<file path="config.mk">
export PLATFORM = sky130hd
export DESIGN_NAME = lpm_device_flat
export DESIGN_NICKNAME = d
export VERILOG_FILES = /design/src/lpm_pkg.sv /design/src/lpm_if.sv /design/src/lpm_device.sv /design/src/flat_wrapper.sv
export SDC_FILE = /design/constraint.sdc
export NUM_CORES = 1
export LEC_CHECK = 0
export BUFFER_PORTS_ARGS = -buffer_cell sky130_fd_sc_hd__buf_2
export CAP_MARGIN = 20
export CORE_MARGIN = 3
export CORE_UTILIZATION = 50
export CTS_CLUSTER_DIAMETER = 150
export CTS_CLUSTER_SIZE = 40
export DETAILED_ROUTE_END_ITERATION = 7
export GPL_TIMING_DRIVEN = 0
export PLACE_DENSITY = 0.8
export SETUP_SLACK_MARGIN = 0.5
export SLEW_MARGIN = 40
export SYNTH_ARGS = -nofsm -noshare
export SYNTH_HDL_FRONTEND = slang
export SYNTH_SLANG_ARGS = --single-unit
</file>
<file path="constraint.sdc">
create_clock -name sys_clk_in -period 5.2 [get_ports sys_clk_in]
set_clock_uncertainty 0.2 [all_clocks]
set_input_delay 0 -clock sys_clk_in [delete_from_list [all_inputs] [get_ports sys_clk_in]]
set_output_delay 0 -clock sys_clk_in [all_outputs]
set_load 0.02 [all_outputs]
</file>
<file path="src/lpm_pkg.sv">
// Shared constants and types for the low power mode controller
`default_nettype none
package lpm_pkg;
	// ********************************************************
	// Register map of the controller (device end)
	// ********************************************************
	localparam int ADDR_W = 3; // Register address width
	localparam int DATA_W = 8; // Register data width
	localparam logic [2:0] SC2_ADDR = 3'h0; // system_control_two
	localparam logic [2:0] TBC_ADDR = 3'h1; // time_base_control
	localparam logic [2:0] UTC_ADDR = 3'h2; // upper_timer_control
	localparam logic [2:0] LTC_ADDR = 3'h3; // lower_timer_control
	localparam logic [2:0] WLO_ADDR = 3'h4; // Warm-up limit, low byte
	localparam logic [2:0] WHI_ADDR = 3'h5; // Warm-up limit, high byte
	localparam logic [2:0] STAT_ADDR = 3'h6; // Mode and clock status
	// Field positions
	localparam int SC2_XEN = 7; // High oscillator enable
	localparam int SC2_XTEN = 6; // Low oscillator enable
	localparam int SC2_SYSCK = 5; // Clock select, 1 = low clock
	localparam int SC2_HALT = 2; // timing_gen_halt_bit
	localparam int TBC_EN = 3; // time_base_enable_bit
	localparam int TBC_SEL_W = 3; // time_base_clock_select width
	localparam int UTC_START = 3; // Timer pair start bit
	// Reset values: single_clock_normal_mode
	localparam logic [7:0] SC2_RST = 8'h80;
	localparam logic [7:0] REG_RST = 8'h00;
	// Warm-up counter mode of the timer pair
	localparam logic [7:0] WARMUP_MODE = 8'h05;
	localparam logic [7:0] UTC_MODE_MASK = 8'hF7;
	localparam logic [7:0] UTC_RUN = 8'h0D; // Mode plus start bit
	// ********************************************************
	// Host command port map
	// ********************************************************
	localparam logic [2:0] H_CMD = 3'h0; // Command, write only
	localparam logic [2:0] H_STAT = 3'h1; // Status, write 1 to clear
	localparam logic [2:0] H_WLO = 3'h2; // Warm-up limit low
	localparam logic [2:0] H_WHI = 3'h3; // Warm-up limit high
	localparam logic [2:0] H_TBC = 3'h4; // Time base setting
	localparam logic [2:0] H_DEV = 3'h5; // Mirrored device status
	localparam logic [2:0] CMD_HALT = 3'h1; // Enter timer-halt mode
	localparam logic [2:0] CMD_SLOW = 3'h2; // Go to low-speed mode
	localparam logic [2:0] CMD_NORMAL = 3'h3; // Back to dual clock
	localparam logic [2:0] CMD_TBASE = 3'h4; // Load time base setting
	// Wait kinds of a host step
	localparam logic [1:0] W_NONE = 2'h0;
	localparam logic [1:0] W_WARM = 2'h1;
	localparam logic [1:0] W_WAKE = 2'h2;
	// ********************************************************
	// Types
	// ********************************************************
	typedef enum logic [1:0] {
		DS_RUN = 2'b00,
		DS_HALT = 2'b01,
		DS_WAKE = 2'b11
	} lpm_dev_state_type;
	typedef enum logic [1:0] {
		HS_IDLE = 2'b00,
		HS_WRITE = 2'b01,
		HS_WAIT = 2'b11
	} lpm_host_state_type;
	typedef struct packed {
		logic [2:0] addr;
		logic [7:0] data;
		logic [1:0] wait_kind;
		logic last;
	} lpm_op_type;
endpackage
`default_nettype wire

</file>
<file path="src/lpm_if.sv">
// Link between the controller and the CPU side
`default_nettype none
interface lpm_if;
	logic [2:0] addr; // Register address
	logic [7:0] wdata; // Register write data
	logic wr; // Write strobe
	logic rd; // Read strobe
	logic [7:0] rdata; // Read data, cycle after rd
	logic interrupt_master_flag; // interrupt_master_flag
	logic tb_irq_en; // time_base_irq_enable
	logic wdt_irq; // Watchdog interrupt pending
	logic [15:0] entry_pc; // Address of the entry instruction
	logic cpu_hold; // Core halted
	logic tb_latch_set; // Pulse: set time base latch
	logic wake; // Pulse: halt ended or refused
	logic wake_irq; // With wake: interrupt release
	logic warmup_irq; // Pulse: warmup_timer_interrupt
	modport dev (
		input addr, wdata, wr, rd, interrupt_master_flag, tb_irq_en, wdt_irq, entry_pc,
		output rdata, cpu_hold, tb_latch_set, wake, wake_irq, warmup_irq
	);
	modport cpu (
		output addr, wdata, wr, rd, interrupt_master_flag, tb_irq_en, wdt_irq, entry_pc,
		input rdata, cpu_hold, tb_latch_set, wake, wake_irq, warmup_irq
	);
endinterface
`default_nettype wire

</file>
<file path="src/lpm_device.sv">
// Standby and clock switch sequencer, device end
//
// The register addresses and the strobed register port were decided locally.
`default_nettype none
// Overview of operation
// Halt gates all peripheral clocks except time base
// Halt keeps memory, registers, latches unchanged
// Held program counter is entry address plus two
// Software stops timers before entering halt
// Writing halt bit one starts timer halt
// Release clears halt bit, resumes previous mode
// Master, enable, time base AND picks release
// Time base enabled at entry sets its latch
// Halt works whatever time base enable is
// Normal release on selected source falling edge
// Interrupt release starts time base interrupt
// Asynchronous release may shorten the halt
// Pending watchdog interrupt blocks halt entry
// Reset releases halt into single clock normal
// Select low clock first, then stop high
// High oscillator off before any stop mode
// High on, warm up, then clear select
// Low clock runs until clocks are synchronized
// Reset releases low speed into normal mode
// Timer pair mode 05H counts warm-up, interrupts
// Warm-up counter cleared on resume from halt
// Release edge synchronized before clearing halt
// Clock select changes only at clean handover
module lpm_device
	import lpm_pkg::*;
#(
	parameter int TB_SRC_N = 8 // Time base source taps
) (
	// Clock and reset
	input wire logic sys_clk_in,
	input wire logic reset_in,
	// CPU side link
	lpm_if.dev link,
	// Clock sources as pins
	input wire logic [TB_SRC_N-1:0] tb_src_in,
	input wire logic low_clk_in,
	// Clock and oscillator controls, held program counter
	output logic periph_clk_en_out,
	output logic tbt_clk_en_out,
	output logic core_hold_out,
	output logic high_osc_en_out,
	output logic low_osc_en_out,
	output logic clk_sel_low_out,
	output logic [15:0] held_pc_out
);
	localparam int SN = TB_SRC_N + 1; // Sources plus low clock

	// ********************************************************
	// Parameter check
	// ********************************************************
	if (TB_SRC_N != (1 << TBC_SEL_W)) begin : g_bad_taps
		$error("TB_SRC_N must match the clock select field");
	end

	// ********************************************************
	// Registers and state
	// ********************************************************
	logic [7:0] sc2; // system_control_two
	logic [7:0] tbc; // time_base_control
	logic [7:0] utc; // upper_timer_control
	logic [7:0] ltc; // lower_timer_control
	logic [7:0] wlo; // Warm-up limit low
	logic [7:0] whi; // Warm-up limit high
	logic [15:0] warm_cnt; // Warm-up counter
	logic rel_irq; // Release kind caught at entry
	logic sel_low; // Clock actually in use, 1 = low
	lpm_dev_state_type state, next_state;
	logic [SN-1:0] raw, s1, s2, s3, lvl, fall;
	logic sel_fall, lo_rise, wr_sc2, halt_req, enter, refuse;
	logic warm_run;

	// ********************************************************
	// Pin synchronisers and edge detection
	// ********************************************************
	assign raw = {low_clk_in, tb_src_in};
	for (genvar i = 0; i < SN; i++) begin : g_sync
		// Three stages; a level counts once stages two and three agree
		always_ff @(posedge sys_clk_in or posedge reset_in) begin
			if (reset_in) begin
				s1[i] <= 1'b0;
				s2[i] <= 1'b0;
				s3[i] <= 1'b0;
				lvl[i] <= 1'b0;
			end else begin
				s1[i] <= raw[i];
				s2[i] <= s1[i];
				s3[i] <= s2[i];
				if (s2[i] == s3[i]) begin
					lvl[i] <= s3[i];
				end
			end
		end
		// Settled falling edge of this input
		assign fall[i] = lvl[i] & ~s2[i] & ~s3[i];
	end
	// Selected time base source edge; the source runs free of sys_clk,
	// so the halt can end early within one source period
	assign sel_fall = fall[tbc[TBC_SEL_W-1:0]];
	// Rising edge of the low clock marks the handover point
	assign lo_rise = ~lvl[SN-1] & s2[SN-1] & s3[SN-1];

	// ********************************************************
	// Entry decode
	// ********************************************************
	assign wr_sc2 = link.wr && (link.addr == SC2_ADDR);
	assign halt_req = wr_sc2 && link.wdata[SC2_HALT];
	// Entry never looks at the time base enable
	assign enter = halt_req && !link.wdt_irq && (state == DS_RUN);
	assign refuse = halt_req && link.wdt_irq;

	// ********************************************************
	// Halt state machine
	// ********************************************************
	always_comb begin
		next_state = state;
		case (state)
			DS_RUN: begin
				if (enter) begin
					next_state = DS_HALT;
				end
			end
			DS_HALT: begin
				// Leave only on the settled source edge
				if (sel_fall) begin
					next_state = DS_WAKE;
				end
			end
			DS_WAKE: begin
				next_state = DS_RUN;
			end
			default: begin
				next_state = DS_RUN;
			end
		endcase
	end

	// State register; reset always lands in running state
	always_ff @(posedge sys_clk_in or posedge reset_in) begin
		if (reset_in) begin
			state <= DS_RUN;
		end else begin
			state <= next_state;
		end
	end

	// Release kind caught at entry
	always_ff @(posedge sys_clk_in or posedge reset_in) begin
		if (reset_in) begin
			rel_irq <= 1'b0;
		end else if (enter) begin
			rel_irq <= link.interrupt_master_flag & link.tb_irq_en & tbc[TBC_EN];
		end
	end

	// Link pulses: latch set, wake and release kind
	always_ff @(posedge sys_clk_in or posedge reset_in) begin
		if (reset_in) begin
			link.tb_latch_set <= 1'b0;
			link.wake <= 1'b0;
			link.wake_irq <= 1'b0;
		end else begin
			link.tb_latch_set <= enter && tbc[TBC_EN];
			// Wake on release, or at once when entry is refused
			link.wake <= (next_state == DS_WAKE) || refuse;
			// Interrupt release asks for time base service
			link.wake_irq <= (next_state == DS_WAKE) && rel_irq;
		end
	end

	// Held program counter, captured at entry
	always_ff @(posedge sys_clk_in or posedge reset_in) begin
		if (reset_in) begin
			held_pc_out <= 16'h0000;
		end else if (enter) begin
			held_pc_out <= link.entry_pc + 16'h0002;
		end
	end

	// ********************************************************
	// Register writes
	// ********************************************************
	// system_control_two; reset gives single clock normal
	always_ff @(posedge sys_clk_in or posedge reset_in) begin
		if (reset_in) begin
			sc2 <= SC2_RST;
		end else if (wr_sc2) begin
			sc2 <= link.wdata;
			sc2[SC2_HALT] <= link.wdata[SC2_HALT] && !link.wdt_irq;
		end else if (next_state == DS_WAKE) begin
			sc2[SC2_HALT] <= 1'b0;
		end
	end

	// Other control registers; nothing changes while halted
	always_ff @(posedge sys_clk_in or posedge reset_in) begin
		if (reset_in) begin
			tbc <= REG_RST;
			utc <= REG_RST;
			ltc <= REG_RST;
			wlo <= REG_RST;
			whi <= REG_RST;
		end else if (link.wr && state == DS_RUN) begin
			case (link.addr)
				TBC_ADDR: tbc <= link.wdata;
				UTC_ADDR: utc <= link.wdata;
				LTC_ADDR: ltc <= link.wdata;
				WLO_ADDR: wlo <= link.wdata;
				WHI_ADDR: whi <= link.wdata;
				default: begin
				end
			endcase
		end
	end

	// Read port, data in the cycle after the strobe
	always_ff @(posedge sys_clk_in or posedge reset_in) begin
		if (reset_in) begin
			link.rdata <= 8'h00;
		end else if (link.rd) begin
			case (link.addr)
				SC2_ADDR: link.rdata <= sc2;
				TBC_ADDR: link.rdata <= tbc;
				UTC_ADDR: link.rdata <= utc;
				LTC_ADDR: link.rdata <= ltc;
				WLO_ADDR: link.rdata <= wlo;
				WHI_ADDR: link.rdata <= whi;
				STAT_ADDR: link.rdata <= {5'h00, sel_low, state};
				default: link.rdata <= 8'h00;
			endcase
		end else begin
			link.rdata <= 8'h00;
		end
	end

	// ********************************************************
	// Warm-up counter
	// ********************************************************
	assign warm_run = ((utc & UTC_MODE_MASK) == WARMUP_MODE)
		&& utc[UTC_START];

	// Counts to the limit, then raises the interrupt and reloads
	always_ff @(posedge sys_clk_in or posedge reset_in) begin
		if (reset_in) begin
			warm_cnt <= 16'h0000;
			link.warmup_irq <= 1'b0;
		end else begin
			link.warmup_irq <= 1'b0;
			if (state != DS_RUN || !warm_run) begin
				warm_cnt <= 16'h0000;
			end else if (warm_cnt == {whi, wlo}) begin
				warm_cnt <= 16'h0000;
				link.warmup_irq <= 1'b1;
			end else begin
				warm_cnt <= warm_cnt + 16'h0001;
			end
		end
	end

	// ********************************************************
	// Clock handover
	// ********************************************************
	// Switch only on a low clock edge with the target running,
	// so no shortened pulse appears
	always_ff @(posedge sys_clk_in or posedge reset_in) begin
		if (reset_in) begin
			sel_low <= 1'b0;
		end else if (sel_low != sc2[SC2_SYSCK] && lo_rise
			&& (sc2[SC2_SYSCK] ? sc2[SC2_XTEN] : sc2[SC2_XEN])) begin
			sel_low <= sc2[SC2_SYSCK];
		end
	end

	// ********************************************************
	// Outputs
	// ********************************************************
	always_ff @(posedge sys_clk_in or posedge reset_in) begin
		if (reset_in) begin
			periph_clk_en_out <= 1'b1;
			tbt_clk_en_out <= 1'b0;
			core_hold_out <= 1'b0;
			link.cpu_hold <= 1'b0;
			high_osc_en_out <= 1'b1;
			low_osc_en_out <= 1'b0;
			clk_sel_low_out <= 1'b0;
		end else begin
			periph_clk_en_out <= (next_state != DS_HALT);
			tbt_clk_en_out <= tbc[TBC_EN];
			core_hold_out <= (next_state == DS_HALT);
			link.cpu_hold <= (next_state == DS_HALT);
			high_osc_en_out <= sc2[SC2_XEN];
			low_osc_en_out <= sc2[SC2_XTEN];
			clk_sel_low_out <= sel_low;
		end
	end
endmodule
`default_nettype wire

</file>
<file path="src/flat_wrapper.sv">
// flat-port wrapper written by rule: the top's interface ports become plain ports
module lpm_device_flat import lpm_pkg::*;
#(
	parameter int TB_SRC_N = 8                         
)
  (sys_clk_in, reset_in, tb_src_in, low_clk_in, periph_clk_en_out, tbt_clk_en_out, core_hold_out, high_osc_en_out, low_osc_en_out, clk_sel_low_out, held_pc_out, link_addr, link_wdata, link_wr, link_rd, link_interrupt_master_flag, link_tb_irq_en, link_wdt_irq, link_entry_pc, link_rdata, link_cpu_hold, link_tb_latch_set, link_wake, link_wake_irq, link_warmup_irq);
  lpm_if link_i ();
  input wire logic sys_clk_in;
  input wire logic reset_in;
  input wire logic [TB_SRC_N-1:0] tb_src_in;
  input wire logic low_clk_in;
  output logic periph_clk_en_out;
  output logic tbt_clk_en_out;
  output logic core_hold_out;
  output logic high_osc_en_out;
  output logic low_osc_en_out;
  output logic clk_sel_low_out;
  output logic [15:0] held_pc_out;
  input wire logic [$bits(link_i.addr)-1:0] link_addr;
  input wire logic [$bits(link_i.wdata)-1:0] link_wdata;
  input wire logic [$bits(link_i.wr)-1:0] link_wr;
  input wire logic [$bits(link_i.rd)-1:0] link_rd;
  input wire logic [$bits(link_i.interrupt_master_flag)-1:0] link_interrupt_master_flag;
  input wire logic [$bits(link_i.tb_irq_en)-1:0] link_tb_irq_en;
  input wire logic [$bits(link_i.wdt_irq)-1:0] link_wdt_irq;
  input wire logic [$bits(link_i.entry_pc)-1:0] link_entry_pc;
  output wire logic [$bits(link_i.rdata)-1:0] link_rdata;
  output wire logic [$bits(link_i.cpu_hold)-1:0] link_cpu_hold;
  output wire logic [$bits(link_i.tb_latch_set)-1:0] link_tb_latch_set;
  output wire logic [$bits(link_i.wake)-1:0] link_wake;
  output wire logic [$bits(link_i.wake_irq)-1:0] link_wake_irq;
  output wire logic [$bits(link_i.warmup_irq)-1:0] link_warmup_irq;
  assign link_i.addr = link_addr;
  assign link_i.wdata = link_wdata;
  assign link_i.wr = link_wr;
  assign link_i.rd = link_rd;
  assign link_i.interrupt_master_flag = link_interrupt_master_flag;
  assign link_i.tb_irq_en = link_tb_irq_en;
  assign link_i.wdt_irq = link_wdt_irq;
  assign link_i.entry_pc = link_entry_pc;
  assign link_rdata = link_i.rdata;
  assign link_cpu_hold = link_i.cpu_hold;
  assign link_tb_latch_set = link_i.tb_latch_set;
  assign link_wake = link_i.wake;
  assign link_wake_irq = link_i.wake_irq;
  assign link_warmup_irq = link_i.warmup_irq;
  lpm_device #(.TB_SRC_N(TB_SRC_N)) u_core (.sys_clk_in(sys_clk_in), .reset_in(reset_in), .link(link_i), .tb_src_in(tb_src_in), .low_clk_in(low_clk_in), .periph_clk_en_out(periph_clk_en_out), .tbt_clk_en_out(tbt_clk_en_out), .core_hold_out(core_hold_out), .high_osc_en_out(high_osc_en_out), .low_osc_en_out(low_osc_en_out), .clk_sel_low_out(clk_sel_low_out), .held_pc_out(held_pc_out));
endmodule
</file>
* Word-level counts from Yosys, hierarchy flattened
Cells that the tools add are included.
** Storage, ports and cells
- Memory bits (writable) :: 0
- Logic and storage cells :: 160
- Output and inout bits :: 35
- Memory bits (read-only) :: 0
- Bits of input ports :: 43
- Flip-flop bits (word level) :: 138
- Memories :: 0
- Bits in latches :: 0
** Operators by class
- Multipliers :: 0
- $add $sub $neg :: 2
- Bitwise gates (word level) :: 37
- Mux-type cells :: 14
- $lt $le $gt $ge :: 1
- Div/mod/pow operators :: 0
- Equal/unequal tests :: 22
- Shift operators :: 0
- Reduce and logical (&&, ||, !) cells :: 25
** Operator list (number)
- $pmux W8 S7 :: 1
- $mux W16 :: 2
- $and A1 B1 Y1 :: 20
- $not A1 Y1 :: 17
- $add A16 B1 Y16 const B :: 1
- $add A16 B2 Y16 const B :: 1
- $eq A16 B16 Y1 :: 1
- $logic_and A1 B1 Y1 :: 12
- $reduce_and A2 Y1 :: 5
- $eq A1 B1 Y1 :: 9
- $eq A3 B3 Y1 const B :: 3
- $mux W8 :: 1
- $eq A7 B3 Y1 const B :: 1
- $eq A3 B2 Y1 const B :: 2
- $mux W1 :: 6
- $lt A3 B5 Y1 const B :: 1
- $eq A2 B1 Y1 const B :: 2
- $mux W2 :: 2
- $pmux W2 S2 :: 1
- $reduce_bool A2 Y1 :: 2
- $bmux W1 S3 :: 1
- $eq A3 B1 Y1 const B :: 1
- $logic_not A3 Y1 :: 1
- $eq A2 B2 Y1 const B :: 1
- 5 further kinds :: 7

* Longest topological paths before layout
Gate-level depths: netlist of run 1.
- Word-level depth :: 10
- Mapped depth :: 7
- Gate-level depth less buffers :: 5

* Least setup slack after synthesis of run 1
No wires, ideal clock.
- Kind :: reg2reg
- Start point :: register u_core.warm_cnt[10]
- End point :: register u_core.warm_cnt[15]
- Period minus slack after synthesis :: 1832 ps
- Data required time :: 4912 ps
- Buffers on the path :: 0
- Slack :: 3368 ps
- Cell stages (with the launch flop) :: 5
- Setup time :: 88 ps
- Arrival time :: 1544 ps
- Cell sequence :: dfrtp_1 -> nand4_1 -> or3_4 -> or4_4 -> a211oi_2
** On the way
- Word-level cells in the longest chain between the ends :: 3
- Elaborated cells between the ends (all ways) :: 4
- Classes of those cells :: add/sub: 1; eq/ne: 1; mux: 2
** RTL lines
- start, declared :: RTL line lpm_device.sv:69 : logic [15:0] warm_cnt;
- start signal, assigned :: RTL line lpm_device.sv:259 : warm_cnt <= warm_cnt + 16'h0001;
- $add A16 B1 Y16 or $eq A16 B16 Y1 (tied branches) :: RTL line lpm_device.sv:259, lpm_device.sv:255
- $mux W16 (*) :: RTL line lpm_device.sv:255 : end else if (warm_cnt == {whi, wlo}) begin
- $mux W16 (*) :: RTL line lpm_device.sv:253 : if (state != DS_RUN || !warm_run) begin
Mark *: on every way between the ends. The rest lies on a longest branch, timed or not.
A chain may end at the register's enable or synchronous reset.

* Worst setup path after layout of run 1
- Start point :: input port link_entry_pc[1]
- End point :: register u_core.held_pc_out[15]
** On the way
- Word-level cells in the longest chain between the ends :: 1
** RTL lines
- start, declared :: RTL line flat_wrapper.sv:26 : input wire logic [$bits(link_i.entry_pc)-1:0] link_entry_pc;
- $add A16 B2 Y16 :: RTL line lpm_device.sv:180 : held_pc_out <= link.entry_pc + 16'h0002;
- end signal, assigned :: RTL line lpm_device.sv:180
- end, declared :: RTL line lpm_device.sv:49 : output logic [15:0] held_pc_out
No other way between the ends.

==> impl_results.md, run 1 <==
- Port bufs: between 70 and 80
- Clock Power Share: between 30% and 40%
- Peak Freq: ~430 MHz
- Largest net degree at the start of global routing: 81
- Cells after synthesis: ~460
- Final core utilization: 66.22%
- Min-Delay Path Class: in -> reg
- Number of H-tree levels: 4
- Placer Congestion: around 0.91
- Setup CP Type: in -> reg
- Internal cell power: around 2.4 mW
- Area Overhead vs Synth: 28.77%
- Worst-margin pin slew: roughly 720 ps
- Max clock buf depth: 2
- Top post-synthesis cells by count: 135 x dfrtp_1, 49 x mux2_1, 36 x xnor2_1
- Starting Density: between 50% and 60%
- Dominant synthesized flop cell: dfrtp_1
- Ports: slightly below 80
- Area leader, netlist: dfrtp_1
- FP Rows: 39
- Vias/cell: 5.563
- Hold Vio Cnt, Final: 0
- Setup crit end kind: register
- DRC: 0
- Setup TNS: 0 ps
- Static Leak: about 3.3 nW
- GRT Overall Usage: 23.17%
- Clock-pin slew on the worst setup and hold paths: about 70 ps
- Routed wl met3: slightly below 900 microns
- Postcts setup bufs: 0
- NetSw: 1.062 mW
- CP Data Arrival Time: about 2400 ps
- Clk sink count: around 140
- Syn avg cell area: 12.88 sq um
- Final cycle utilization of the critical path: 44.69%
- EDFF count, synth: 0
- Antenna diodes: 0
- Overall die height: 114.6 microns
- Register bit total from synthesis: 138
- Slew Limit Fails: 0
- Hpwl dp: 8689 microns
- Gr ovfl total: 0
- VDD IR-drop max: roughly 0.00036 V
- Required time of the critical path: ~5300 ps
- Area of the mapped netlist: just under 6000 sq um
- Initial DRC count: 361
- Via count: 4,228
- First-pass GRT wire length: approximately 23,000 microns
- Relative slew slack: 50.93%
- FF-to-FF setup slack: between 3000 and 4000 ps
- Core area: approximately 11,000 sq um
- Post-synth top area share: between 50% and 60%
- Max_cap viols: 0
- Wirelength per Cell: ~19 microns
- CTS tree: done
- Final setup viols: 0
- Flop pwr share: approximately 44%
- Die area: around 13,000 sq um
- Layout cell share with drive strength beyond 1: a little over a fifth
- Synth warnings: 0
- Clock Latency Late Sink: around 400 ps
- Final nets: ~650
- Most numerous cell in the Yosys netlist: dfrtp_1
- Run status: finished, final reports clean
- Post-route antenna net violation count: 0
- Comb power frac: 21.5%
- Initial antenna violation count: 0
- Vias in the first global route: between 4,000 and 5,000
- Unrepaired setup endpoints after global routing: no
- Die width: approximately 110 microns
- DRT Wirelength: 14,120 microns
- First-pass detailed-route iteration total: 4
- Total CTS buffers: 17
- Crit path launch type: input pin
- PD cells: 460.7 nW/um^2
- Netlist cell types: 55
- DRT met1 WL: 5764 microns
- Top Layer Used: met4
- Async S/R FF share, synth: 100.0%
- Sw Share: approximately 30%
- Seq/Total Area, Yosys: around three fifths
- Ranking of synthesized cells by area: dfrtp_1 57%, mux2_1 9.4%, xnor2_1 5.3%, mux2i_1 1.9%, nor3_1 1.8%
- Post-layout min period: ~2300 ps
- Syn_nets: 503
- CP Max Fanout: 4
- Root Buffer: clkbuf_16
- Routed wl met2: 7127 microns
==> through the flow <==
step	hold slack [ps]	instances	setup WS (ps)	cell area, sq um	total power, mW
final	28.04	760	2876	7594	3.499
after CTS	11.20	760	3064	7594	3.492
after detailed placement	-152.7	675	3081	6476	2.262
after floorplan	-168.6	458	1309	5897	2.006
after global routing	11.78	760	2844	7594	3.670
after global placement	-92.53	674	83.21	6441	2.225
==> critical path, stage by stage <==
cell and delay (ps):
dlygate4sd3_1 540, buf_2 140, ha_1 250, nand4_1 210
nor4_1 460, xnor2_1 180, dlygate4sd3_1 580, o21ai_1 60
==> kinds of logic after synthesis <==
kind of cell	count (synthesis)	synth area share [%]
flip-flops	138	58.63
buffers and inverters	26	1.931
AO/OA/AOI/OAI	40	4.477
AND/OR/NAND/NOR	133	13.22
adder cells (fa/ha/maj)	11	1.952
XOR/XNOR	41	6.089
multiplexers	69	13.71
==> area by class of cell <==
| type | count | area, sq um |
|---|---|---|
| Sequential cell | 138 | 3457 |
| Clock buffer | 20 | 446.7 |
| Multi-Input combinational cell | 294 | 2326 |
| Clock inverter | 12 | 140.1 |
| Fill cell | 795 | 3874 |
| Inverter | 9 | 41.29 |
| Tap cell | 143 | 178.9 |
| Buffer | 17 | 80.08 |
| Timing Repair Buffer | 127 | 923.4 |
==> power by group through the flow <==
stage | combinational [mW] | sequential, mW | clock, mW
2_1_floorplan | 0.425 | 1.58 | 0
3_3_place_gp | 0.682 | 1.54 | 0
3_5_place_dp | 0.706 | 1.56 | 0
4_1_cts | 0.746 | 1.54 | 1.20
5_1_grt | 0.826 | 1.58 | 1.26
6_report | 0.751 | 1.55 | 1.20
==> final timing paths <==
check                            startpoint                      to  cells after the start
hold reg to reg                u_core.s1[7]            u_core.s2[7]                      0
min in group asynchronous          reset_in  u_core.held_pc_out[15]                      4
setup / recovery           link_entry_pc[1]  u_core.held_pc_out[15]                      8
setup reg to reg            u_core.state[0]      u_core.warm_cnt[0]                      4
hold / removal                 tb_src_in[7]            u_core.s1[7]                      2
max in group asynchronous          reset_in           u_core.sc2[7]                      5
==> flip-flops by register name, indices dropped and copies added, names as in the netlist, 2 cells and up <==
register            count
u_core.tbc              8
u_core.utc              8
u_core.sc2              8
u_core.ltc              8
u_core.wlo              8
u_core.lvl              9
u_core.warm_cnt        16
u_core.s2               9
u_core.state            2
u_core.s3               9
u_core.link.rdata       8
u_core.s1               9
u_core.held_pc_out     16
u_core.whi              8
==> per-layer routing <==
layer,vias up,track usage [%]
li1,1946,-
met1,2077,28.33
met2,168,39.19
met3,37,6.025
met4,0,9.184
met5,-,0
==> repair_timing <==
| action | 4_1_cts | 5_1_grt |
|---|---|---|
| resized for setup | 0 | 0 |
| hold buffers | 53 | 0 |
| endpoints found under the setup margin | 0 | 0 |
| endpoints found under the hold margin | 223 | 0 |
==> layout by cell type (no fill, tap or decap), types with 2 or more instances in the layout <==
cell and instances:
dfrtp_1 135, buf_2 79, dlygate4sd3_1 53, mux2_1 49, xnor2_1 36, nand2_1 26
nor3_1 21, clkbuf_16 17, nand3_1 16, o21ai_1 15, nand4_1 13, nor2_1 12
mux2i_1 11, clkbuf_1 9, maj3_1 9, nor2b_1 8, inv_1 7, nor4_1 6
mux2_2 5, xor2_1 5, a22oi_1 5, inv_6 5, nor4bb_1 4, nor4b_1 4
and3_1 4, o22ai_1 4, mux4_2 4, nor3b_1 3, and2_1 3, clkinvlp_4 3
dfstp_2 3, nor4b_2 2, buf_4 2, nand3b_1 2, o31ai_1 2, o21a_1 2
o2bb2ai_1 2, a21oi_1 2, ha_1 2, bufinv_16 2
Note: power is estimated with default switching activity, not from simulation.
==> run 2, diff against run 1 <==
--- a/config.mk
+++ b/config.mk
@@ -13,7 +13,7 @@
 export CTS_CLUSTER_SIZE = 40
 export DETAILED_ROUTE_END_ITERATION = 7
 export GPL_TIMING_DRIVEN = 0
-export PLACE_DENSITY = 0.8
+export PLACE_DENSITY = 0.82
 export SETUP_SLACK_MARGIN = 0.5
 export SLEW_MARGIN = 40
 export SYNTH_ARGS = -nofsm -noshare
==> constraint.sdc (replaced) <==
create_clock -name sys_clk_in -period 2.1 [get_ports sys_clk_in]
set_clock_uncertainty 0.2 [all_clocks]
set_input_delay 0 -clock sys_clk_in [delete_from_list [all_inputs] [get_ports sys_clk_in]]
set_output_delay 0 -clock sys_clk_in [all_outputs]
set_load 0.02 [all_outputs]
==> run 2 against run 1 <==
Setup slack lost 2700 ps. Worst hold slack got worse by 19 ps. Via count grew 12%. Sequential cell count unchanged. Sequential power rose to 2.6 times the previous value. Critical path type is now reg -> reg. Largest cell class unchanged. Largest power group unchanged. Highest routed layer unchanged.
==> impl_results.md, run 2 (synthesis results as in run 1) <==
- Setup CP Type: reg -> reg (was in -> reg)
- Overall die height: 114.6 microns (unchanged)
- Commonest cells after routing, fill and taps aside: 125 x dfrtp_1, 77 x buf_2, 43 x dlygate4sd3_1 (was 135 x dfrtp_1, 79 x buf_2, 53 x dlygate4sd3_1)
- CP Max Fanout: 5 (was 4)
- Wirelength per Cell: 20.93 microns (was 18.58 microns)
- Final cycle utilization of the critical path: between 90% and 100%
- Slew Limit Fails: 0 (unchanged)
- FP Rows: 39 (unchanged)
- Post-route antenna net violation count: 0 (unchanged)
- CTS tree: done (unchanged)
- Vias/cell: 5.865 (was 5.563)
- Final core utilization: 76.16% (was 66.22%)
- Die area: 13,130 sq um (unchanged)
- NetSw: 2.990 mW (was 1.062 mW)
- Pre-CTS setup slack: -113.1 ps (was 3081 ps)
- Starting Density: 51.42% (unchanged)
- Clk sink count: 138 (unchanged)
- Hold Vio Cnt, Final: 0 (unchanged)
- First-pass detailed-route iteration total: 5 (was 4)
- DRT Wirelength: 16,850 microns (was 14,120 microns)
- Initial DRC count: 281 (was 361)
- Fill count: 623 (was 795)
- VDD IR-drop max: 0.001227 V (was 0.0003573 V)
- Core area: 11,470 sq um (unchanged)
- Internal cell power: 6.716 mW (was 2.436 mW)
- Antenna diodes: 0 (unchanged)
- Most common cell after layout, fill and taps aside: dfrtp_1 (unchanged)
- Worst-margin pin slew: 621.3 ps (was 724.6 ps)
- Die width: 114.6 microns (unchanged)
- Total CTS buffers: 17 (unchanged)
- Peak Freq: roughly 520 MHz
- Final WS setup: 194.2 ps (was 2876 ps)
- Min-Delay Path Class: in -> reg (unchanged)
- Critical path's slowest cell: dfrtp_1 (was dlygate4sd3_1)
- Flop pwr share: 40.9% (was 44.3%)
- Clock-pin slew on the worst setup and hold paths: 60 ps (was 70 ps)
- Setup crit end kind: register (unchanged)
- Sw Share: 30.81% (was 30.37%)
- Gr ovfl total: 0 (unchanged)
- Crit path buf inv count: 3 (unchanged)
- Max_cap viols: 0 (unchanged)
- Max clock buf depth: 2 (unchanged)
- Unrepaired setup endpoints after global routing: yes (was no)
- Hpwl dp: 9314 microns (was 8689 microns)
- CP cell instances: buf_4, xnor2_2, nand4_1, nor4_4, buf_4, buf_6, nor3_1 (was dlygate4sd3_1, buf_2, ha_1, nand4_1, nor4_1, xnor2_1, dlygate4sd3_1, o21ai_1)
- Vias in the first global route: 5,030 (was 4,651)
- Placed inst area: 6678 sq um (was 6476 sq um)
- Post-layout min period: between 1500 and 2000 ps
- Top Registers: u_core.held_pc_out (16), u_core.warm_cnt (16) (unchanged)
- DRC: 0 (unchanged)
- Port bufs: 73 (unchanged)
- Static Leak: 3.912 nW (was 3.298 nW)
- Run status: finished, final reports clean (unchanged)
- Required time of the critical path: 2190 ps (was 5290 ps)
- Clock Power Share: 31.5% (was 34.2%)
- GRT Overall Usage: 25.83% (was 23.17%)
- Final instance area: 8733 sq um (was 7594 sq um)
- Most used cell, CP: buf_4 (was dlygate4sd3_1)
- Final nets: 694 (was 649)
- Cell family with most CP delay: simple AND/OR/NAND/NOR gates (was buffers and inverters)
- Via count: 4,721 (was 4,228)
- Comb power frac: 27.7% (was 21.5%)
- First-pass GRT wire length: 26,100 microns (was 23,490 microns)
- Largest net degree at the start of global routing: 28 (was 81)
- Layout cell share with drive strength beyond 1: 46.22% (was 21.56%)
- Crit path launch type: register (was input pin)
- Placer Congestion: 0.9055 (was 0.9140)
- Relative slew slack: 58.44% (was 50.93%)
- Area Overhead vs Synth: 48.10% (was 28.77%)
- PD cells: 1111 nW/um^2 (was 460.7 nW/um^2)
- Max stage delay on crit path: 400 ps (was 580 ps)
- CP Data Arrival Time: 2000 ps (was 2410 ps)
- Root Buffer: clkbuf_16 (unchanged)
- Initial antenna violation count: 0 (unchanged)
- Clock Latency Late Sink: 430 ps (was 410 ps)
- Number of H-tree levels: 4 (unchanged)
- Final setup viols: 0 (unchanged)
- Ports: 78 (unchanged)
[run 2: cell type report]
type	count	area, sq um	area share [%]
well taps	143	178.9	2.049
multi-input cells	294	2925	33.50
inverters	9	37.54	0.4298
plain buffers	17	148.9	1.705
clock inverters	11	133.9	1.533
repair buffers	172	1369	15.67
flip-flops and latches	138	3470	39.73
clock buffers	21	470.5	5.387
[run 2: worst paths after layout]
check	startpoint	endpoint	slack (ps)	cells after the start
min reg2reg	u_core.s1[8]	u_core.s2[8]	150	0
max	u_core.warm_cnt[1]	u_core.warm_cnt[10]	190	7
max reg2reg	u_core.warm_cnt[1]	u_core.warm_cnt[10]	190	7
min	low_clk_in	u_core.s1[8]	9	2
max in group asynchronous	reset_in	u_core.s3[3]	740	4
min in group asynchronous	reset_in	u_core.lvl[7]	290	5
[run 2: metrics by stage]
stage | hold slack (ps) | TNS [ps] | total power [mW] | instances
2_1_floorplan | -168.6 | 0 | 5.064 | 458
3_3_place_gp | -92.27 | -72910 | 5.608 | 674
3_5_place_dp | -184.4 | -725.6 | 5.738 | 679
4_1_cts | 1.762 | 0 | 9.351 | 790
5_1_grt | 20.17 | 0 | 10.09 | 805
6_report | 8.939 | 0 | 9.707 | 805
[run 2: routing by layer]
metal | share of wire [%] | global-route usage, %
met3 | 6.9 | 8.034
met4 | 3.3 | 8.155
met2 | 52 | 43.69
met1 | 38 | 31.63
met5 | 0 | 0
[run 2: power groups by stage]
| stage | registers (mW) | clock network, mW | logic (mW) |
|---|---|---|---|
| after floorplan | 3.93 | 0 | 1.13 |
| after global placement | 3.84 | 0 | 1.77 |
| after detailed placement | 3.88 | 0 | 1.85 |
| after CTS | 3.88 | 3.06 | 2.41 |
| after global routing | 4.04 | 3.20 | 2.85 |
| final | 3.97 | 3.05 | 2.69 |
[run 2: what timing repair did]
| item | in CTS | in global routing |
|---|---|---|
| gates resized for setup | 82 | 63 |
| pin swaps | 27 | 28 |
| setup buffers | 32 | 13 |
| cloned | 2 | 2 |
| hold buffers | 45 | 0 |
| endpoints found under the hold margin | 199 | 0 |
| setup endpoints to repair | 82 | 118 |
